File: config.mk
export PLATFORM = sky130hd
export DESIGN_NAME = sie_exec
export DESIGN_NICKNAME = d
export VERILOG_FILES = /design/src/sie_pkg.sv /design/src/sie_exec.sv
export SDC_FILE = /design/constraint.sdc
export NUM_CORES = 1
export LEC_CHECK = 0
export BUFFER_PORTS_ARGS = -buffer_cell sky130_fd_sc_hd__buf_4
export CAP_MARGIN = 20
export CORE_MARGIN = 4
export CORE_UTILIZATION = 58
export DETAILED_ROUTE_END_ITERATION = 8
export GPL_TIMING_DRIVEN = 0
export PLACE_DENSITY = 0.84
export SLEW_MARGIN = 20
export SYNTH_ARGS = -nofsm -noshare
export SYNTH_HDL_FRONTEND = slang
export SYNTH_SLANG_ARGS = --single-unit
export TNS_END_PERCENT = 5
File: constraint.sdc
create_clock -name clk -period 3.7 [get_ports clk]
set_input_delay 0 -clock clk [delete_from_list [all_inputs] [get_ports clk]]
set_output_delay 0 -clock clk [all_outputs]
set_load 0.05 [all_outputs]
File: src/sie_pkg.sv
// constants, field layouts and state codes for the subtract execution unit
// assumes a single 100 MHz clock domain shared by all users
package sie_pkg;
  // ---------------------------------------------------------------
  // register offsets on the plain register port
  // ---------------------------------------------------------------
  localparam logic [3:0] ADDR_ACC    = 4'h0;
  localparam logic [3:0] ADDR_BANK   = 4'h1;
  localparam logic [3:0] ADDR_STATUS = 4'h2;
  localparam logic [3:0] ADDR_CTRL   = 4'h3;
  // ---------------------------------------------------------------
  // status and control bit positions
  // ---------------------------------------------------------------
  localparam int ST_C   = 0;
  localparam int ST_DC  = 1;
  localparam int ST_Z   = 2;
  localparam int ST_OV  = 3;
  localparam int ST_N   = 4;
  localparam int CTRL_EXT = 0;
  // ---------------------------------------------------------------
  // opcode patterns and addressing constants
  // ---------------------------------------------------------------
  localparam logic [7:0] OPC_LIT     = 8'h08;  // 0000 1000 kkkk kkkk
  localparam logic [5:0] OPC_MEM     = 6'h17;  // 0101 11da ffff ffff
  localparam int         BIT_DEST    = 9;
  localparam int         BIT_ACCESS  = 8;
  localparam logic [7:0] ILO_LIMIT   = 8'h5f;  // 95
  localparam logic [3:0] ACC_BANK_LO = 4'h0;
  localparam logic [3:0] ACC_BANK_HI = 4'hf;
  localparam logic [7:0] ACC_SPLIT   = 8'h60;
  // ---------------------------------------------------------------
  // reset values
  // ---------------------------------------------------------------
  localparam logic [7:0] RST_ACC    = 8'h00;
  localparam logic [3:0] RST_BANK   = 4'h0;
  localparam logic [4:0] RST_STATUS = 5'h00;
  localparam logic [0:0] RST_CTRL   = 1'h0;
  // ---------------------------------------------------------------
  // instruction cycle phases
  // ---------------------------------------------------------------
  typedef enum logic [4:0] {
    SIE_IDLE   = 5'b00001,
    SIE_DECODE = 5'b00010,
    SIE_READ   = 5'b00100,
    SIE_PROC   = 5'b01000,
    SIE_WRITE  = 5'b10000
  } sie_state_t;
endpackage : sie_pkg

File: src/sie_exec.sv
// subtract execution unit: literal-minus-accumulator and byte-minus-accumulator
// assumes data memory answers a read strobe with data in the same cycle
`timescale 1ns/1ps
module sie_exec #(
  parameter int AW = 12  // data memory address width
) (
  input  wire logic          clk,          // 100 MHz clock
  input  wire logic          sys_rst,      // synchronous reset, high
  input  wire logic [3:0]    reg_addr,     // register offset
  input  wire logic [7:0]    reg_wdata,    // register write data
  input  wire logic          reg_we,       // register write strobe
  input  wire logic          reg_re,       // register read strobe
  output      logic [7:0]    reg_rdata,    // read data, cycle after strobe
  input  wire logic [15:0]   instr,        // instruction word
  input  wire logic          instr_valid,  // instruction offered
  output      logic          instr_ready,  // unit idle, takes instr
  output      logic          instr_done,   // pulse at write phase
  output      logic          instr_bad,    // pulse, word not a subtract
  input  wire logic [AW-1:0] idx_base,     // index base for offset mode
  output      logic [AW-1:0] mem_addr,     // data memory address
  output      logic          mem_rd,       // data memory read strobe
  input  wire logic [7:0]    mem_rdata,    // read data, same cycle as mem_rd
  output      logic          mem_wr,       // data memory write strobe
  output      logic [7:0]    mem_wdata     // data memory write data
);
  // ---------------------------------------------------------------
  // architectural state
  // ---------------------------------------------------------------
  sie_pkg::sie_state_t state;
  logic [7:0]    acc;
  logic [3:0]    bank_ptr;
  logic [4:0]    status;
  logic [0:0]    ctrl;
  logic [15:0]   ir;
  logic [7:0]    minuend;
  logic [7:0]    result;
  logic [4:0]    next_flags;
  logic [AW-1:0] next_addr;
  logic          is_lit;
  logic          is_mem;
  logic [8:0]    diff9;
  logic [4:0]    diff5;

  assign is_lit = (ir[15:8] == sie_pkg::OPC_LIT);
  assign is_mem = (ir[15:10] == sie_pkg::OPC_MEM);
  assign instr_ready = state[0];

  // ---------------------------------------------------------------
  // address resolution
  // ---------------------------------------------------------------
  always_comb begin
    if (ir[sie_pkg::BIT_ACCESS]) begin
      next_addr = AW'({bank_ptr, ir[7:0]});
    end else if (ctrl[sie_pkg::CTRL_EXT] && ir[7:0] <= sie_pkg::ILO_LIMIT) begin
      next_addr = idx_base + AW'(ir[7:0]);
    end else if (ir[7:0] < sie_pkg::ACC_SPLIT) begin
      next_addr = AW'({sie_pkg::ACC_BANK_LO, ir[7:0]});
    end else begin
      next_addr = AW'({sie_pkg::ACC_BANK_HI, ir[7:0]});
    end
  end

  // ---------------------------------------------------------------
  // subtractor and flags
  // ---------------------------------------------------------------
  // add of the inverted subtrahend plus one gives carry as not-borrow
  assign diff9 = {1'b0, minuend} + {1'b0, ~acc} + 9'h001;
  assign diff5 = {1'b0, minuend[3:0]} + {1'b0, ~acc[3:0]} + 5'h01;
  always_comb begin
    next_flags = '0;
    next_flags[sie_pkg::ST_C]  = diff9[8];
    next_flags[sie_pkg::ST_DC] = diff5[4];
    next_flags[sie_pkg::ST_Z]  = (diff9[7:0] == 8'h00);
    next_flags[sie_pkg::ST_OV] = (minuend[7] ^ acc[7]) & (minuend[7] ^ diff9[7]);
    next_flags[sie_pkg::ST_N]  = diff9[7];
  end

  // ---------------------------------------------------------------
  // phase sequencer
  // ---------------------------------------------------------------
  always_ff @(posedge clk) begin
    if (sys_rst) begin
      state <= sie_pkg::SIE_IDLE;
    end else begin
      case (state)
        sie_pkg::SIE_IDLE:   if (instr_valid) state <= sie_pkg::SIE_DECODE;
        sie_pkg::SIE_DECODE: state <= (is_lit || is_mem) ? sie_pkg::SIE_READ : sie_pkg::SIE_IDLE;
        sie_pkg::SIE_READ:   state <= sie_pkg::SIE_PROC;
        sie_pkg::SIE_PROC:   state <= sie_pkg::SIE_WRITE;
        sie_pkg::SIE_WRITE:  state <= sie_pkg::SIE_IDLE;
        default:             state <= sie_pkg::SIE_IDLE;
      endcase
    end
  end

  always_ff @(posedge clk) begin
    if (sys_rst) begin
      ir <= 16'h0000;
    end else if (state == sie_pkg::SIE_IDLE && instr_valid) begin
      ir <= instr;
    end
  end

  always_ff @(posedge clk) begin
    if (sys_rst) begin
      instr_bad <= 1'b0;
    end else begin
      instr_bad <= (state == sie_pkg::SIE_DECODE) && !is_lit && !is_mem;
    end
  end

  always_ff @(posedge clk) begin
    if (sys_rst) begin
      instr_done <= 1'b0;
    end else begin
      instr_done <= (state == sie_pkg::SIE_PROC);
    end
  end

  // ---------------------------------------------------------------
  // operand fetch and result capture
  // ---------------------------------------------------------------
  always_ff @(posedge clk) begin
    if (sys_rst) begin
      mem_rd   <= 1'b0;
      mem_addr <= '0;
    end else begin
      mem_rd <= (state == sie_pkg::SIE_DECODE) && is_mem;
      if (state == sie_pkg::SIE_DECODE) mem_addr <= next_addr;
    end
  end

  always_ff @(posedge clk) begin
    if (sys_rst) begin
      minuend <= 8'h00;
    end else if (state == sie_pkg::SIE_READ) begin
      minuend <= is_lit ? ir[7:0] : mem_rdata;
    end
  end

  always_ff @(posedge clk) begin
    if (sys_rst) begin
      result <= 8'h00;
    end else if (state == sie_pkg::SIE_PROC) begin
      result <= diff9[7:0];
    end
  end

  // ---------------------------------------------------------------
  // write-back
  // ---------------------------------------------------------------
  always_ff @(posedge clk) begin
    if (sys_rst) begin
      mem_wr    <= 1'b0;
      mem_wdata <= 8'h00;
    end else begin
      mem_wr <= (state == sie_pkg::SIE_PROC) && is_mem && ir[sie_pkg::BIT_DEST];
      if (state == sie_pkg::SIE_PROC) mem_wdata <= diff9[7:0];
    end
  end

  // engine write beats a software write landing in the same cycle
  always_ff @(posedge clk) begin
    if (sys_rst) begin
      acc <= sie_pkg::RST_ACC;
    end else if (state == sie_pkg::SIE_WRITE && (is_lit || !ir[sie_pkg::BIT_DEST])) begin
      acc <= result;
    end else if (reg_we && reg_addr == sie_pkg::ADDR_ACC) begin
      acc <= reg_wdata;
    end
  end

  always_ff @(posedge clk) begin
    if (sys_rst) begin
      status <= sie_pkg::RST_STATUS;
    end else if (state == sie_pkg::SIE_PROC) begin
      status <= next_flags;
    end else if (reg_we && reg_addr == sie_pkg::ADDR_STATUS) begin
      status <= reg_wdata[4:0];
    end
  end

  // ---------------------------------------------------------------
  // register port
  // ---------------------------------------------------------------
  always_ff @(posedge clk) begin
    if (sys_rst) begin
      bank_ptr <= sie_pkg::RST_BANK;
      ctrl     <= sie_pkg::RST_CTRL;
    end else if (reg_we) begin
      if (reg_addr == sie_pkg::ADDR_BANK) bank_ptr <= reg_wdata[3:0];
      else if (reg_addr == sie_pkg::ADDR_CTRL) ctrl <= reg_wdata[0:0];
    end
  end

  always_ff @(posedge clk) begin
    if (sys_rst) begin
      reg_rdata <= 8'h00;
    end else if (reg_re) begin
      if (reg_addr == sie_pkg::ADDR_ACC) reg_rdata <= acc;
      else if (reg_addr == sie_pkg::ADDR_BANK) reg_rdata <= {4'h0, bank_ptr};
      else if (reg_addr == sie_pkg::ADDR_STATUS) reg_rdata <= {3'h0, status};
      else if (reg_addr == sie_pkg::ADDR_CTRL) reg_rdata <= {7'h00, ctrl};
      else reg_rdata <= 8'h00;
    end else begin
      reg_rdata <= 8'h00;
    end
  end

  // ---------------------------------------------------------------
  // checks
  // ---------------------------------------------------------------
  a_lit_into_acc: assert property (@(posedge clk) disable iff (sys_rst)
    (state == sie_pkg::SIE_PROC && is_lit) |=> (!mem_wr ##1 acc == $past(ir[7:0], 2) - $past(acc, 2)))
    else $error("literal result not in accumulator");
  a_mem_read_op: assert property (@(posedge clk) disable iff (sys_rst)
    mem_rd |-> (state == sie_pkg::SIE_READ && is_mem))
    else $error("operand read outside read phase");
  a_dest_acc: assert property (@(posedge clk) disable iff (sys_rst)
    (state == sie_pkg::SIE_WRITE && is_mem && !ir[sie_pkg::BIT_DEST]) |-> (!mem_wr ##1 acc == $past(result)))
    else $error("accumulator destination wrong");
  a_dest_mem: assert property (@(posedge clk) disable iff (sys_rst)
    (state == sie_pkg::SIE_PROC && is_mem && ir[sie_pkg::BIT_DEST]) |=>
      (mem_wr && mem_wdata == $past(minuend) - $past(acc) ##1 $stable(acc)))
    else $error("memory destination wrong");
  a_bank_addr: assert property (@(posedge clk) disable iff (sys_rst)
    (mem_rd && ir[sie_pkg::BIT_ACCESS]) |-> mem_addr == AW'({bank_ptr, ir[7:0]}))
    else $error("banked address wrong");
  a_offset_addr: assert property (@(posedge clk) disable iff (sys_rst)
    (mem_rd && !ir[sie_pkg::BIT_ACCESS] && ctrl[sie_pkg::CTRL_EXT] && ir[7:0] <= sie_pkg::ILO_LIMIT)
      |-> mem_addr == idx_base + AW'(ir[7:0]))
    else $error("indexed offset address wrong");
  a_access_addr: assert property (@(posedge clk) disable iff (sys_rst)
    (mem_rd && !ir[sie_pkg::BIT_ACCESS] && !(ctrl[sie_pkg::CTRL_EXT] && ir[7:0] <= sie_pkg::ILO_LIMIT))
      |-> mem_addr == AW'({((ir[7:0] < sie_pkg::ACC_SPLIT) ? sie_pkg::ACC_BANK_LO : sie_pkg::ACC_BANK_HI), ir[7:0]}))
    else $error("access bank address wrong");
  a_carry_zero: assert property (@(posedge clk) disable iff (sys_rst)
    (state == sie_pkg::SIE_PROC) |=> (status[sie_pkg::ST_C] == ($past(minuend) >= $past(acc))
      && status[sie_pkg::ST_Z] == ($past(minuend) == $past(acc))))
    else $error("carry or zero flag wrong");
  a_phase_order: assert property (@(posedge clk) disable iff (sys_rst)
    (state == sie_pkg::SIE_DECODE && (is_lit || is_mem)) |=>
      state == sie_pkg::SIE_READ ##1 state == sie_pkg::SIE_PROC ##1 state == sie_pkg::SIE_WRITE ##1 instr_ready)
    else $error("phase order broken");
  a_nibble_flag: assert property (@(posedge clk) disable iff (sys_rst)
    (state == sie_pkg::SIE_PROC) |=> status[sie_pkg::ST_DC] == ($past(minuend[3:0]) >= $past(acc[3:0])))
    else $error("nibble carry flag wrong");
endmodule : sie_exec

==> impl_results.md <==
* Synth Flop Type: dfxtp_1
* Core area at 6756 µm²
* Multi-input logic area at 2278 µm²
* Area leader, netlist: dfxtp_1
* Post-Route Setup TNS at 0 ns
* Vias in the first global route at 3891
* Vias at 3982
* Post-route ant nets at 0
* Clock Sinks at 79
* Post-Synthesis Cells at 478
* Fin crit period at 2.403 ns
* DIE WIDTH at 91.36 µm
* CTS tree: yes
* Warnings, synthesis at 0
* Post-synth top area share at 39.24%
* Ranking of synthesized cells by area: dfxtp_1 (39%), mux2i_1 (7.0%), nand2_1 (6.0%)
* Fin. max-slew vios at 0
* Mean Syn Cell Area at 8.431 µm²
* Worst VDD drop at 183.3 µV
* Max Root-Sink Buffers at 2
* DRC viols at 0
* Worst Tran Pin Value at 0.7925 ns
* P per Cell Area at 333.6 nW/µm²
* Root Buffer: clkbuf_8
* Initial Util at 59.65%
* Gr usage total at 28.33%
* Die Span Y at 91.36 µm
* Skew final at 0.01428 ns
* Design Area, Final at 5218 µm²
* Worst Hold Class: input port to flip-flop
* CP endpoint kind: flip-flop
* Hold buffer count at CTS at 28
* Routability cong. at 0.9568
* Worst skew pair latency at 0.36 ns
* Post-synth top cells: dfxtp_1 (79), nand2_1 (64), nor2_1 (57), a21oi_1 (38), a211oi_1 (31)
* Clock share of power at 34.4%
* Std cell rows at 30
* Number of synthesized flops with an enable pin at 0
* RSZ-0062 raised after global routing: false
* CTS Buf Count at 9
* Critical path class: flip-flop to flip-flop
* Pin count of the biggest net entering global routing at 16
* Sw Share at 28.99%
* CP startpoint kind: flip-flop
* Routed len/inst at 17.15 µm
* Detailed Routing Iterations Pass 1 at 4
* Net count after synthesis at 549
* Post-synth cell types at 55
* Fin crit share at 64.94%
* First-pass GRT wire length at 18780 µm
* Rel. slew slack at 46.88%
* Clk slew on worst S/H paths at 0.09 ns
* # diodes at 0
* Final Net Count at 672
* Mapped cell area at 4030 µm²
* Status: complete, no violations
* Initial antenna violation count at 0
* Share of layout cells above drive strength 1 at 20.30%
* IO Pins at 86
* WL final at 11770 µm
* Combinational Power Share at 14.6%
* Final global-route overflow total at 0
* Total chip power at 1.740 mW
* Layout area overhead at 29.46%
* Max H-tree Level at 3
* Most numerous cell in the Yosys netlist: dfxtp_1
* Sequential power share at 50.9%
* Flop and latch count out of synthesis at 79
* Die Area at 8346 µm²
* # setup viols final at 0
* Initial DRC count at 230
* Setup Fix Bufs, Post-CTS at 0
* Number of port buffers at 84
* DR vias/cell at 5.805
* Dpl cell area at 4761 µm²
* Sequential share of the synthesized area at 39.24%
* P_sw at 0.5046 mW
* Data required, critical path at 3.98 ns
* Final core occ at 77.22%
* Pleak at 2.158 nW
* Hold Vio Cnt, Final at 0
* Sequential Area at 1582 µm²
* Max Freq at 416.2 MHz
* P_int at 1.236 mW
* Total of cells resized after clock tree synthesis at 0
* Hold Slack at 0.003235 ns
* Critical Path AT at 2.68 ns
* Dpl hpwl at 8422 µm
* Fillers at 497
* Max Fanout on Critical Path at 3
* Fraction of registers with async set/reset at 0%
* Max_cap viols at 0
## area by class of cell
type / instances / area share, %
sequential: 79 / 30.31
clock buffer: 9 / 2.374
clock inverter: 7 / 1.007
timing repair buffer: 112 / 17.46
inverter: 16 / 1.151
multi-input combinational: 358 / 43.67
buffer: 25 / 2.110
tap: 80 / 1.918
## critical path: stages (launching register included)
cell and delay, ns:
dfxtp_1 0.41, ha_1 0.19, inv_1 0.06, fa_1 0.40
a211oi_1 0.26, o21ai_0 0.15, a21oi_1 0.23, xor2_1 0.21
nand4_1 0.16, a211oi_2 0.25
## cells in the final DEF, fill, tap and decap left out, types with 4 or more instances in the layout
master,instances
buf_4,84
dfxtp_1,79
nand2_1,64
nor2_1,57
a21oi_1,38
a211oi_1,31
mux2i_1,28
dlygate4sd3_1,28
inv_1,16
ha_1,16
clkbuf_1,15
nor3_1,15
o21ai_0,11
nor2b_1,10
nand3_1,10
clkbuf_8,9
buf_2,7
nand2b_1,7
xor2_1,6
xnor2_1,4
nor4_1,4
a22oi_1,4
o22ai_1,4
inv_6,4
## state kept, by name, indices dropped and copies added (netlist names)
| signal | flops |
|---|---|
| mem_addr | 12 |
| instr_bad | 1 |
| ctrl | 1 |
| acc | 8 |
| mem_rd | 1 |
| bank_ptr | 4 |
| minuend | 8 |
| reg_rdata | 8 |
| state | 5 |
| mem_wdata | 8 |
| mem_wr | 1 |
| ir | 16 |
| instr_done | 1 |
| status | 5 |
## metal layers
layer / part of all wire [%] / wire [µm] / global-route usage [%] / up-vias
met5: 0 / 0 / 0 / -
met4: 1.3 / 148 / 9.548 / 0
met3: 7.1 / 834 / 4.143 / 23
met2: 51 / 5976 / 50.28 / 147
met1: 41 / 4804 / 34.96 / 1867
li1: - / - / - / 1945
## final timing paths
path	startpoint	to	slack [ns]	depth (start not counted)
max reg2reg	acc[0]	status[2]	1.30	9
max	acc[0]	status[2]	1.30	9
min reg2reg	ir[15]	ir[15]	0.46	2
min	idx_base[9]	mem_addr[9]	0.003	3
## logic make-up (layout without fill, tap and decap cells)
kind of cell | count (synthesis) | after routing | synth area share (%)
AND/OR/NAND/NOR | 194 | 194 | 23.50
XOR/XNOR | 10 | 10 | 2.173
adder cells (fa/ha/maj) | 18 | 18 | 5.961
AO/OA/AOI/OAI | 107 | 107 | 17.39
buffers and inverters | 41 | 169 | 4.222
flip-flops | 79 | 79 | 39.24
multiplexers | 29 | 29 | 7.513
## power by group through the flow
stage	combinational, mW	clock [mW]	sequential [mW]
4_1_cts	0.250	0.599	0.886
5_1_grt	0.277	0.635	0.889
2_1_floorplan	0.130	0	0.910
3_3_place_gp	0.223	0	0.905
6_report	0.254	0.599	0.887
3_5_place_dp	0.227	0	0.906
## stage by stage
| step | cells | worst slack (ns) |
|---|---|---|
| after floorplan | 478 | 1.652 |
| after global placement | 642 | 1.319 |
| after detailed placement | 642 | 1.310 |
| after CTS | 686 | 1.293 |
| after global routing | 686 | 1.099 |
| final | 686 | 1.297 |
Note: power is estimated with default switching activity, not from simulation.
